File: src/pkg/adcgmd_pkg.sv
package adcgmd_pkg;

    // Register offsets on the control port.
    localparam logic [7:0] ADDR_CH2_GAIN   = 8'h0B;
    localparam logic [7:0] ADDR_CH3_GAIN   = 8'h0C;
    localparam logic [7:0] ADDR_CH4_GAIN   = 8'h0D;
    localparam logic [7:0] ADDR_MISC_CTRL  = 8'h0E;
    localparam logic [7:0] ADDR_FAULT_EN   = 8'h10;
    localparam logic [7:0] ADDR_CH1_FAULTS = 8'h11;

    // Values after reset.
    localparam logic [7:0] RST_GAIN        = 8'hA0;
    localparam logic [7:0] RST_MISC_CTRL   = 8'h02;
    localparam logic [7:0] RST_FAULT_EN    = 8'h0F;
    localparam logic [7:0] RST_CH1_FAULTS  = 8'h00;
    localparam logic [7:0] RST_RDATA       = 8'h00;

    // Field positions of the miscellaneous control register.
    localparam int         POS_COMBINE_HI  = 7;
    localparam int         POS_COMBINE_LO  = 6;
    localparam int         POS_SILENCE     = 4;
    localparam int         POS_CAL_START   = 0;

    // Field positions of the channel 1 fault report.
    localparam int         POS_RESERVED_HI = 7;
    localparam int         FAULT_BITS      = 7;
    localparam int         NUM_FAULT_EN    = 4;

    // Gain decoding: level in steps of 0.125 dB.
    localparam int         NUM_GAIN_CH     = 3;
    localparam logic [7:0] GAIN_MUTE_CODE  = 8'hFF;
    localparam logic signed [10:0] GAIN_TOP_EIGHTHS = 11'sh1E0;
    localparam logic signed [10:0] GAIN_STEP_EIGHTHS = 11'sh003;
    localparam logic signed [9:0]  GAIN_RST_LEVEL = 10'sh000;

    // Channel combining modes.
    typedef enum logic [1:0] {
        ADCGMD_SUM_NONE,
        ADCGMD_SUM_TWO,
        ADCGMD_SUM_ONE,
        ADCGMD_SUM_RSVD
    } adcgmd_sum_t;

endpackage

File: src/pkg/adcgmd_gain_if.sv
`timescale 1ns/10ps
interface adcgmd_gain_if;
    logic [7:0]        code;
    logic              mute_all;
    logic signed [9:0] level;
    logic              silent;

    modport ctrl (output code, output mute_all, input level, input silent);
    modport dec  (input code, input mute_all, output level, output silent);
endinterface

File: src/hw/adcgmd_gain_decode.sv
`timescale 1ns/10ps
module adcgmd_gain_decode (
    // Clock and synchronised reset.
    input  wire logic        i_clk,
    input  wire logic        i_rst_b,
    // Gain code in, decoded level out.
    adcgmd_gain_if.dec       gain
);

    logic signed [10:0] level_wide;
    logic signed [9:0]  level_next;
    logic               silent_next;
    logic signed [9:0]  level_reg;
    logic               silent_reg;

    // Each code step lowers the gain by three eighths of a dB from +60 dB.
    assign level_wide  = adcgmd_pkg::GAIN_TOP_EIGHTHS
                       - adcgmd_pkg::GAIN_STEP_EIGHTHS * $signed({3'b000, gain.code});
    assign level_next  = level_wide[9:0];
    assign silent_next = (gain.code == adcgmd_pkg::GAIN_MUTE_CODE) || gain.mute_all;

    // Registered so the top outputs come straight from flip-flops.
    always_ff @(posedge i_clk or negedge i_rst_b) begin
        if (!i_rst_b) begin
            level_reg  <= adcgmd_pkg::GAIN_RST_LEVEL;
            silent_reg <= 1'b0;
        end else begin
            level_reg  <= level_next;
            silent_reg <= silent_next;
        end
    end

    assign gain.level  = level_reg;
    assign gain.silent = silent_reg;

endmodule

File: src/hw/adcgmd_regs.sv
//
// Function
// - Channel 2 gain is an 8-bit read-write field resetting to 0xA0, 0 dB.
// - Gain code 0 is +60 dB, each step -0.375 dB; code 0xFF mutes.
// - Channels 2, 3, 4 have identical gain registers at 0x0B, 0x0C, 0x0D.
// - Bits 7:6 select normal, two-channel or one-channel summing; 11 reserved.
// - Control register resets 0x02; bit 4 mutes all, bit 0 starts calibration.
// - Bits 3:0 enable fault checking per channel, all enabled after reset.
// - Channel 1 report bits 4, 3, 2: positive input to supply, ground, bias.
// - Channel 1 report bits 1, 0: negative input to supply, ground.
// - Report resets 0x00; bit 6 terminals bridged, bit 5 input open.
//
`timescale 1ns/10ps
module adcgmd_regs (
    // Clock and reset.
    input  wire logic                          i_clk,
    input  wire logic                          i_rst_b,
    // Register access from the control port decoder.
    input  wire logic [7:0]                    i_reg_addr,
    input  wire logic [7:0]                    i_reg_wdata,
    input  wire logic                          i_reg_wr,
    input  wire logic                          i_reg_rd,
    output logic      [7:0]                    o_reg_rdata,
    output logic                               o_reg_rvalid,
    // Raw fault detector levels for channel 1, bit order as the report.
    input  wire logic [6:0]                    i_ch1_fault_raw,
    // Decoded gain for channels 2 to 4, index 0 is channel 2.
    output logic      [2:0][9:0]               o_gain_level,
    output logic      [2:0]                    o_gain_silent,
    // Control outputs.
    output logic      [1:0]                    o_channel_combine_select,
    output logic                               o_global_silence,
    output logic                               o_offset_calibration_start,
    output logic      [3:0]                    o_fault_check_on
);

    // Reset release through two flip-flops.
    logic       rst_meta_reg;
    logic       rst_sync_reg;
    logic       rst_b;

    // Register storage.
    logic [7:0] gain_reg [adcgmd_pkg::NUM_GAIN_CH];
    logic [7:0] misc_reg;
    logic [7:0] misc_next;
    logic [7:0] fault_en_reg;
    logic [7:0] fault_en_next;
    logic [7:0] faults_reg;
    logic [7:0] faults_next;

    // Fault pin synchroniser.
    logic [6:0] fault_meta_reg;
    logic [6:0] fault_sync_reg;

    // Decode and read path wires.
    logic       wr_misc;
    logic       wr_fault_en;
    logic       wr_faults;
    logic       rd_faults;
    logic [6:0] fault_seen;
    logic [6:0] fault_keep;
    logic [7:0] rdata_sel;
    logic [7:0] rdata_next;
    adcgmd_pkg::adcgmd_sum_t combine_mode;
    logic [1:0] combine_next;

    // Offset hits, one per mapped register.
    logic       hit_ch2_gain;
    logic       hit_ch3_gain;
    logic       hit_ch4_gain;
    logic       hit_misc;
    logic       hit_fault_en;
    logic       hit_ch1_faults;

    // Named fields of the stored registers.
    logic [7:0] ch2_gain_code;
    logic [7:0] ch3_gain_code;
    logic [7:0] ch4_gain_code;
    logic [1:0] channel_combine_select;
    logic       global_silence;
    logic       offset_calibration_start;
    logic       ch1_fault_check_on;
    logic       ch2_fault_check_on;
    logic       ch3_fault_check_on;
    logic       ch4_fault_check_on;

    // Named flags of the channel 1 fault report.
    logic       ch1_terminals_bridged;
    logic       ch1_input_open;
    logic       ch1_pos_to_supply;
    logic       ch1_pos_to_ground;
    logic       ch1_pos_to_bias;
    logic       ch1_neg_to_supply;
    logic       ch1_neg_to_ground;
    logic [7:0] report_word;

    // True when an access addresses the given offset.
    function automatic logic addr_hit(input logic [7:0] addr, input logic [7:0] offset);
        addr_hit = (addr == offset);
    endfunction

    // Reset synchroniser: assert at once, release after two edges.
    always_ff @(posedge i_clk or negedge i_rst_b) begin
        if (!i_rst_b) begin
            rst_meta_reg <= 1'b0;
            rst_sync_reg <= 1'b0;
        end else begin
            rst_meta_reg <= 1'b1;
            rst_sync_reg <= rst_meta_reg;
        end
    end

    assign rst_b = rst_sync_reg;

    // Fault detector levels come from the analog side, so they are synchronised first.
    always_ff @(posedge i_clk or negedge rst_b) begin
        if (!rst_b) begin
            fault_meta_reg <= 7'h00;
            fault_sync_reg <= 7'h00;
        end else begin
            fault_meta_reg <= i_ch1_fault_raw;
            fault_sync_reg <= fault_meta_reg;
        end
    end

    // Gain registers, one per channel at consecutive offsets.
    genvar gi;
    generate
        for (gi = 0; gi < adcgmd_pkg::NUM_GAIN_CH; gi++) begin : g_gain
            logic          wr_gain;
            logic [7:0]    gain_next;
            adcgmd_gain_if gain_bus ();

            assign wr_gain   = i_reg_wr && addr_hit(i_reg_addr, adcgmd_pkg::ADDR_CH2_GAIN + 8'(gi));
            assign gain_next = wr_gain ? i_reg_wdata : gain_reg[gi];

            // Whole-byte read-write gain code.
            always_ff @(posedge i_clk or negedge rst_b) begin
                if (!rst_b) begin
                    gain_reg[gi] <= adcgmd_pkg::RST_GAIN;
                end else begin
                    gain_reg[gi] <= gain_next;
                end
            end

            // The master mute also silences every decoded channel.
            assign gain_bus.code     = gain_reg[gi];
            assign gain_bus.mute_all = misc_reg[adcgmd_pkg::POS_SILENCE];

            adcgmd_gain_decode u_decode (
                .i_clk   (i_clk),
                .i_rst_b (rst_b),
                .gain    (gain_bus.dec)
            );

            assign o_gain_level[gi]  = gain_bus.level;
            assign o_gain_silent[gi] = gain_bus.silent;
        end
    endgenerate

    // Offset hits, shared by the control, enable and report write strobes and the read selection.
    assign hit_ch2_gain   = addr_hit(i_reg_addr, adcgmd_pkg::ADDR_CH2_GAIN);
    assign hit_ch3_gain   = addr_hit(i_reg_addr, adcgmd_pkg::ADDR_CH3_GAIN);
    assign hit_ch4_gain   = addr_hit(i_reg_addr, adcgmd_pkg::ADDR_CH4_GAIN);
    assign hit_misc       = addr_hit(i_reg_addr, adcgmd_pkg::ADDR_MISC_CTRL);
    assign hit_fault_en   = addr_hit(i_reg_addr, adcgmd_pkg::ADDR_FAULT_EN);
    assign hit_ch1_faults = addr_hit(i_reg_addr, adcgmd_pkg::ADDR_CH1_FAULTS);

    // Write decode for the control, enable and report registers.
    assign wr_misc     = i_reg_wr && hit_misc;
    assign wr_fault_en = i_reg_wr && hit_fault_en;
    assign wr_faults   = i_reg_wr && hit_ch1_faults;
    assign rd_faults   = i_reg_rd && hit_ch1_faults;

    // Every bit of the control register is stored as written, reserved ones included.
    assign misc_next     = wr_misc ? i_reg_wdata : misc_reg;
    assign fault_en_next = wr_fault_en ? i_reg_wdata : fault_en_reg;

    // Named fields of the stored registers, read by the read path and the output flops.
    assign ch2_gain_code            = gain_reg[0];
    assign ch3_gain_code            = gain_reg[1];
    assign ch4_gain_code            = gain_reg[2];
    assign channel_combine_select   = misc_reg[adcgmd_pkg::POS_COMBINE_HI:adcgmd_pkg::POS_COMBINE_LO];
    assign global_silence           = misc_reg[adcgmd_pkg::POS_SILENCE];
    assign offset_calibration_start = misc_reg[adcgmd_pkg::POS_CAL_START];
    assign ch1_fault_check_on       = fault_en_reg[0];
    assign ch2_fault_check_on       = fault_en_reg[1];
    assign ch3_fault_check_on       = fault_en_reg[2];
    assign ch4_fault_check_on       = fault_en_reg[3];

    // Faults are caught only while channel 1 checking is on.
    assign fault_seen = fault_sync_reg & {adcgmd_pkg::FAULT_BITS{ch1_fault_check_on}};

    // Flags hold until read; a fault present in the reading cycle stays set.
    assign fault_keep  = rd_faults ? 7'h00 : faults_reg[6:0];
    assign faults_next = {wr_faults ? i_reg_wdata[adcgmd_pkg::POS_RESERVED_HI]
                                    : faults_reg[adcgmd_pkg::POS_RESERVED_HI],
                          fault_keep | fault_seen};

    // Report flags by name; bit 7 is a plain stored bit that reads back as written.
    assign ch1_terminals_bridged = faults_reg[6];
    assign ch1_input_open        = faults_reg[5];
    assign ch1_pos_to_supply     = faults_reg[4];
    assign ch1_pos_to_ground     = faults_reg[3];
    assign ch1_pos_to_bias       = faults_reg[2];
    assign ch1_neg_to_supply     = faults_reg[1];
    assign ch1_neg_to_ground     = faults_reg[0];
    assign report_word = {faults_reg[adcgmd_pkg::POS_RESERVED_HI], ch1_terminals_bridged, ch1_input_open,
                          ch1_pos_to_supply, ch1_pos_to_ground, ch1_pos_to_bias,
                          ch1_neg_to_supply, ch1_neg_to_ground};

    // Control register; reserved bits are kept exactly as the host wrote them.
    always_ff @(posedge i_clk or negedge rst_b) begin
        if (!rst_b) begin
            misc_reg <= adcgmd_pkg::RST_MISC_CTRL;
        end else begin
            misc_reg <= misc_next;
        end
    end

    // Fault check enable register.
    always_ff @(posedge i_clk or negedge rst_b) begin
        if (!rst_b) begin
            fault_en_reg <= adcgmd_pkg::RST_FAULT_EN;
        end else begin
            fault_en_reg <= fault_en_next;
        end
    end

    // Channel 1 fault report; a fault in the reading cycle wins over the clear.
    always_ff @(posedge i_clk or negedge rst_b) begin
        if (!rst_b) begin
            faults_reg <= adcgmd_pkg::RST_CH1_FAULTS;
        end else begin
            faults_reg <= faults_next;
        end
    end

    // Read selection; unmapped offsets read as zero.
    assign rdata_sel =
        hit_ch2_gain   ? ch2_gain_code :
        hit_ch3_gain   ? ch3_gain_code :
        hit_ch4_gain   ? ch4_gain_code :
        hit_misc       ? misc_reg      :
        hit_fault_en   ? fault_en_reg  :
        hit_ch1_faults ? report_word   :
        adcgmd_pkg::RST_RDATA;
    assign rdata_next = i_reg_rd ? rdata_sel : o_reg_rdata;

    // Read data, one cycle after the strobe; it holds until the next read.
    always_ff @(posedge i_clk or negedge rst_b) begin
        if (!rst_b) begin
            o_reg_rdata <= adcgmd_pkg::RST_RDATA;
        end else begin
            o_reg_rdata <= rdata_next;
        end
    end

    // Read valid, a one-cycle pulse in the answer cycle.
    always_ff @(posedge i_clk or negedge rst_b) begin
        if (!rst_b) begin
            o_reg_rvalid <= 1'b0;
        end else begin
            o_reg_rvalid <= i_reg_rd;
        end
    end

    // Combining mode; the reserved code falls back to normal operation.
    assign combine_mode = adcgmd_pkg::adcgmd_sum_t'(channel_combine_select);
    assign combine_next = (combine_mode == adcgmd_pkg::ADCGMD_SUM_TWO) ? 2'h1 :
                          (combine_mode == adcgmd_pkg::ADCGMD_SUM_ONE) ? 2'h2 :
                          2'h0;

    // Combining select output flop.
    always_ff @(posedge i_clk or negedge rst_b) begin
        if (!rst_b) begin
            o_channel_combine_select <= 2'h0;
        end else begin
            o_channel_combine_select <= combine_next;
        end
    end

    // Master mute output flop.
    always_ff @(posedge i_clk or negedge rst_b) begin
        if (!rst_b) begin
            o_global_silence <= 1'b0;
        end else begin
            o_global_silence <= global_silence;
        end
    end

    // Calibration start mirrors its bit as a level; it does not clear itself.
    always_ff @(posedge i_clk or negedge rst_b) begin
        if (!rst_b) begin
            o_offset_calibration_start <= 1'b0;
        end else begin
            o_offset_calibration_start <= offset_calibration_start;
        end
    end

    // Fault check enable output flops, channel 4 in the top bit.
    always_ff @(posedge i_clk or negedge rst_b) begin
        if (!rst_b) begin
            o_fault_check_on <= adcgmd_pkg::RST_FAULT_EN[3:0];
        end else begin
            o_fault_check_on <= {ch4_fault_check_on, ch3_fault_check_on, ch2_fault_check_on, ch1_fault_check_on};
        end
    end

endmodule

File: config.mk
export PLATFORM = sky130hd
export DESIGN_NAME = adcgmd_regs
export DESIGN_NICKNAME = d
export VERILOG_FILES = /design/src/pkg/adcgmd_pkg.sv /design/src/pkg/adcgmd_gain_if.sv /design/src/hw/adcgmd_gain_decode.sv /design/src/hw/adcgmd_regs.sv
export SDC_FILE = /design/constraint.sdc
export NUM_CORES = 1
export LEC_CHECK = 0
export BUFFER_PORTS_ARGS = -buffer_cell sky130_fd_sc_hd__clkbuf_2
export CAP_MARGIN = 15
export CORE_ASPECT_RATIO = 0.7
export CORE_MARGIN = 8
export CORE_UTILIZATION = 62
export DETAILED_ROUTE_END_ITERATION = 6
export PLACE_DENSITY_LB_ADDON = 0.25
export SLEW_MARGIN = 10
export SYNTH_ARGS = -nofsm -noshare
export SYNTH_HDL_FRONTEND = slang
export SYNTH_SLANG_ARGS = --single-unit
File: constraint.sdc
create_clock -name i_clk -period 9.6 [get_ports i_clk]
set_input_delay 2.4 -clock i_clk [delete_from_list [all_inputs] [get_ports i_clk]]
set_output_delay 2.4 -clock i_clk [all_outputs]
set_load 0.02 [all_outputs]
Word-level counts from Yosys, hierarchy flattened --
Cells that the tools add are included.
Cells by class: multiply operators 3, eq/ne operators 11, bitwise gates (word level) 2, reduce and logical (&&, ||, !) cells 10, mux-type cells 9, $add $sub $neg 3
Operator list (number):
- $mux W8 | 6
- $eq A8 B4 Y1 const B | 4
- $mul A2 B8 Y10 const A | 3
- $sub A10 B10 Y10 const A | 3
- $eq A8 B8 Y1 const B | 3
- $eq A8 B5 Y1 const B | 2
- $and A7 B7 Y7 | 1
- $logic_and A1 B1 Y1 | 7
- $mux W7 | 1
- $or A7 B7 Y7 | 1
- $mux W2 | 2
- $logic_or A1 B1 Y1 | 3
- $eq A2 B1 Y1 const B | 1
- $eq A2 B2 Y1 const B | 1
Storage, ports and cells: register bits 114, output and inout bits 50

Depth between registers and ports, before layout --
word-level depth 7, gate-level depth with buffers 7, depth with buffers taken out 7

Modules after synthesis --
From an unflattened synthesis, not the netlist that was laid out.
Unflattened totals: cell total of the unflattened synthesis 468, area, all modules 5760.5 µm²
By module, submodules not included:
- adcgmd_regs | instances 1, area each 3365.7 µm², sequential area each 2045.7 µm², cells each 240
- adcgmd_gain_decode | instances 3, area each 798.3 µm², sequential area each 275.3 µm², cells each 76

Least setup slack after synthesis --
No wires, ideal clock.
path type input-to-reg, start input i_reg_addr[2], end register fault_en_reg[4], cell stages on the path 5, setup slack 5.601 ns, setup time 0.125 ns, path buffers 2, data arrival time 3.874 ns, required time 9.475 ns, path through buf_6 > or4b_4 > or4_4 > buf_6 > mux2_4
Between the ends: cells in the longest elaborated chain, start to end 2
RTL lines:
- start: declaration | line adcgmd_regs.sv:19 | input wire logic [7:0] i_reg_addr,
- $eq A8 B5 Y1 | line adcgmd_regs.sv:99 | addr_hit = (addr == offset);
- $logic_and A1 B1 Y1 | line adcgmd_regs.sv:171 | assign wr_fault_en = i_reg_wr && hit_fault_en;
- end signal: assignment | line adcgmd_regs.sv:224 | fault_en_reg <= adcgmd_pkg::RST_FAULT_EN;
- end signal: assignment | line adcgmd_regs.sv:226 | fault_en_reg <= fault_en_next;
- end: declaration | line adcgmd_regs.sv:46 | logic [7:0] fault_en_reg;
No other way between the ends. A chain may end at the register's enable or synchronous reset.

Worst setup path after layout --
start input i_reg_addr[5], end register gain_reg, in the netlist ch4_gain_code[7]
Between the ends: cells in the longest elaborated chain, start to end 2
RTL lines:
- $eq A8 B4 Y1 | line adcgmd_regs.sv:99
- $logic_and A1 B1 Y1 | line adcgmd_regs.sv:134 | assign wr_gain = i_reg_wr && addr_hit(i_reg_addr, adcgmd_pkg::ADDR_CH2_GAIN + 8'(gi));
- end signal: indexed assignment | line adcgmd_regs.sv:140 | gain_reg[gi] <= adcgmd_pkg::RST_GAIN;
- end signal: indexed assignment | line adcgmd_regs.sv:142 | gain_reg[gi] <= gain_next;
- end: declaration | line adcgmd_regs.sv:43 | logic [7:0] gain_reg [adcgmd_pkg::NUM_GAIN_CH];
No other way between the ends.

==> impl_metrics.csv <==
group,metric,value,unit
critical_path,critical_path_required,9950,ps
drt,first_pass_iters,5,
floorplanning,design.core.area,8930,um^2
drt,vias,3897,
timing,setup_viol_count_final,0,
critical_path,end_kind,"flip-flop",
global_routing,grt_pass1_wl,20.7,mm
clock_tree,worst_skew_pair.late_latency,420,ps
floorplanning,die_h,95.7,um
floorplanning,initial_core_util,63.1,%
clock_tree,number_of_buffers_inserted_during_clock_tree_synthesis,17,
clock_tree,tritoncts_num_sinks,114,
global_routing,use_met3,8.19,%
finish,finalNetCount,617,
timing,rsz_0062_raised_after_global_routing,"false",
run_status,run_status,"complete, no violations",
timing,setup_total_negative_slack,0,ps
placed_design,hpwl,8.95,mm
yosys,synth_top_family_by_area,"adder cells",
timing,max_clock_freq,249,MHz
placed_design,globalplace.congestion,0.923,
clock_tree,cts.root.buffer_cell,"sky130_fd_sc_hd__clkbuf_16",
finish,num_antenna_cells,0,
clock_tree,htree_levels,4,
global_routing,grt_remaining_overflow,0,
power,worst_ir_drop_vdd,0.154,mV
timing,final.min_clock_period,4020,ps
yosys,yosys_warnings,0,
floorplanning,floorplan.die.width,130,um
finish,largest_register_ffs,30,
timing,timing.final.crit_share,41.8,%
yosys,synth-compound-area-share,11.2,%
finish,share_of_final_layout_standard_cells_stronger_than_drive_strength_1,31.7,%
finish,fillers,605,
yosys,synth_cells,456,
flow_run,drv_cap,0,
critical_path,critPathKind,"primary input to flip-flop",
clock_tree,cts.path.max_buffers,2,
critical_path,cp_data_arrival_time,4360,ps
timing,clock-skew-final,5.87,ps
yosys,synth-xor-area-share,2.96,%
drt,viasPerCell,5.79,
global_routing,grt-busiest-layer,"met2",
floorplanning,full_die_area,12400,um^2
clock_tree,post-cts-setup-buffer-count,0,
floorplanning,ios,77,
yosys,synth-edff-count,0,
yosys,synthArstFlopShare,100,%
min_path,worstHoldEndpoint,"fault_sync_reg[6]",
clock_tree,clock_transition_at_the_registers_of_the_reported_paths,60,ps
drt,drc_errors,0,
timing,finalMaxSlewViolations,0,
placed_design,port_buffers,76,
clock_tree,post_cts.resized_instances,0,
min_path,worstHoldPathType,"flip-flop to flip-flop",
drt,routed_wl,13.0,mm
critical_path,crit_path_max_fanout,14,
finish,syn_to_final_growth,19.0,%
yosys,count_of_distinct_cell_types_in_the_synthesized_netlist,55,
clock_tree,cts.hold.buffers_added,0,
critical_path,worstReg2RegEnd,"g_gain[0].u_decode.gain.level[8]",
drt,detail_route.wl_per_cell,19.3,um
power,power,0.00145,W
yosys,post_synth_fa_ha_maj_area_fraction,12.0,%
critical_path,timing.reg2reg.worst_path_depth,7,
yosys,synth.avg_cell_area,12.3,um^2
global_routing,grt_max_degree,60,
min_path,min-delay-start,"fault_meta_reg[6]",
yosys,synth_mux_area_share,10.3,%
yosys,ys_ff_latch,114,
timing,hold_violations,0,
timing,timing.slew.headroom,51.9,%
drt,drt_iter0_drc,279,
critical_path,reg2reg_setup_slack,7310,ps
yosys,seq_area_frac_synth,51.0,%
global_routing,globalRouteMet2Util,34.4,%
drt,ant_nets,0,
global_routing,met1_usage,28.3,%
global_routing,grtUsageTotal,22.2,%
global_routing,grt_antenna_before_repair,0,
clock_tree,tritoncts_clock_tree,"done",
global_routing,vias_in_the_first_global_route,4040,
yosys,ys.flop_type,"sky130_fd_sc_hd__dfrtp_1",
yosys,netlist_area,5630,um^2
yosys,net_count_of_the_mapped_netlist,537,
critical_path,source_of_the_worst_register_to_register_timing_path,"ch2_gain_code[2]",
floorplanning,cell_rows,29,
min_path,timing.hold.worst_path_depth,0,
power,p_leak,3.36,nW
power,cellPowerDensity,217,nW/um^2
yosys,post_synth_and_or_nand_nor_area_fraction,8.27,%
critical_path,setup.worst_path.start_class,"primary input",
timing,worst-slew-pin-transition,721,ps
synthesized netlist by cell type (all sizes together), types with 4 or more instances:
master / count / area (um^2)
or3: 4 / 25.0
a221oi: 6 / 52.6
o31ai: 4 / 30.0
a22o: 9 / 78.8
a21oi: 15 / 75.1
o21ai: 16 / 80.1
inv: 37 / 139
buf: 11 / 76.3
mux2i: 10 / 100
nor2b: 7 / 43.8
mux2: 40 / 480
nor2: 22 / 82.6
xor2: 11 / 96.3
dfrtp: 99 / 2480
and3: 5 / 31.3
nand3b: 5 / 37.5
ha: 54 / 676
a21o: 8 / 60.1
dfstp: 15 / 394
a211oi: 9 / 67.6
nand2: 13 / 58.8
clkbuf: 5 / 18.8
xnor2: 8 / 70.1
power by group:
part	internal (W)	switching, W	leakage [nW]	total [W]
Clock	0.000418	0.000236	0.294	0.000654
Combinational	0.0000913	0.000133	1.68	0.000225
Sequential	0.000537	0.0000353	1.38	0.000572
Total	0.00105	0.000405	3.36	0.00145
layout make-up:
cell class	instances	area [um^2]	area share, %
repair buffers	77	388	5.79
flip-flops and latches	114	2880	42.9
clock buffers	18	439	6.56
well taps	124	155	2.32
multi-input cells	289	2520	37.7
inverters	37	139	2.07
clock inverters	14	179	2.67
worst max path at each step:
stage / startpoint / endpoint / slack [ps] / cells after the start
after floorplan: i_reg_addr[2] / fault_en_reg[4] / 5600 / 5
after global placement: i_reg_addr[5] / ch4_gain_code[5] / 5250 / 4
after detailed placement: i_reg_addr[5] / ch4_gain_code[7] / 5200 / 4
after CTS: i_reg_addr[5] / ch4_gain_code[7] / 5610 / 4
after global routing: i_reg_addr[5] / ch4_gain_code[7] / 5530 / 4
final: i_reg_addr[5] / ch4_gain_code[7] / 5580 / 4
per-layer routing:
metal | up-vias | part of all wire [%]
met5 | - | 0
met4 | 0 | 1.3
met3 | 15 | 8.4
met2 | 144 | 46
met1 | 1953 | 44
li1 | 1785 | -
placed cells by master, fill, tap and decap left out, types with 2 or more instances in the layout:
| cell type | count |
|---|---|
| sky130_fd_sc_hd__a221oi_1 | 6 |
| sky130_fd_sc_hd__o2bb2ai_1 | 3 |
| sky130_fd_sc_hd__nand3b_1 | 5 |
| sky130_fd_sc_hd__mux2_2 | 32 |
| sky130_fd_sc_hd__xor2_1 | 11 |
| sky130_fd_sc_hd__o31ai_1 | 4 |
| sky130_fd_sc_hd__a41o_1 | 3 |
| sky130_fd_sc_hd__mux2_4 | 8 |
| sky130_fd_sc_hd__inv_6 | 3 |
| sky130_fd_sc_hd__clkinv_4 | 4 |
| sky130_fd_sc_hd__nor4_4 | 2 |
| sky130_fd_sc_hd__a31oi_1 | 3 |
| sky130_fd_sc_hd__xnor2_1 | 8 |
| sky130_fd_sc_hd__bufinv_16 | 3 |
| sky130_fd_sc_hd__clkinvlp_4 | 3 |
| sky130_fd_sc_hd__a21oi_1 | 15 |
| sky130_fd_sc_hd__nor2b_1 | 7 |
| sky130_fd_sc_hd__nand2_1 | 11 |
| sky130_fd_sc_hd__a22o_1 | 9 |
| sky130_fd_sc_hd__nand4b_1 | 3 |
| sky130_fd_sc_hd__nor3_1 | 2 |
| sky130_fd_sc_hd__a22oi_1 | 2 |
| sky130_fd_sc_hd__and3_1 | 5 |
| sky130_fd_sc_hd__a211oi_1 | 9 |
| sky130_fd_sc_hd__nand2b_1 | 3 |
| sky130_fd_sc_hd__ha_1 | 54 |
| sky130_fd_sc_hd__clkbuf_16 | 17 |
| sky130_fd_sc_hd__inv_1 | 37 |
| sky130_fd_sc_hd__dfrtp_1 | 98 |
| sky130_fd_sc_hd__nor2_1 | 22 |
| sky130_fd_sc_hd__mux2i_1 | 10 |
| sky130_fd_sc_hd__o21ai_0 | 16 |
| sky130_fd_sc_hd__nand3_1 | 3 |
| sky130_fd_sc_hd__a21o_1 | 8 |
| sky130_fd_sc_hd__clkbuf_2 | 76 |
| sky130_fd_sc_hd__a222oi_1 | 3 |
| sky130_fd_sc_hd__or3_1 | 4 |
| sky130_fd_sc_hd__dfstp_2 | 15 |
through the flow:
| step | hold slack, ps | utilization, % | setup slack, ps | area [um^2] | instances |
|---|---|---|---|---|---|
| after floorplan | 331 | - | 5600 | 5630 | 456 |
| after global placement | 333 | 68.1 | 5250 | 6080 | 641 |
| after detailed placement | 337 | 68.1 | 5200 | 6080 | 641 |
| after CTS | 349 | 75.0 | 5610 | 6700 | 673 |
| after global routing | 351 | 75.0 | 5530 | 6700 | 673 |
| final | 346 | 75.0 | 5580 | 6700 | 673 |
cells by family after synthesis:
family                   Yosys count
multiplexers                      50
AO/OA/AOI/OAI                     89
buffers and inverters             53
AND/OR/NAND/NOR                   76
other                              1
XOR/XNOR                          19
adder cells (fa/ha/maj)           54
flip-flops                       114
worst max-delay path: stages:
cell	delay [ps]
sky130_fd_sc_hd__clkbuf_2	90
sky130_fd_sc_hd__or4_1	740
sky130_fd_sc_hd__nor4_4	720
sky130_fd_sc_hd__mux2_2	410
Note: power is estimated with default switching activity, not from simulation.
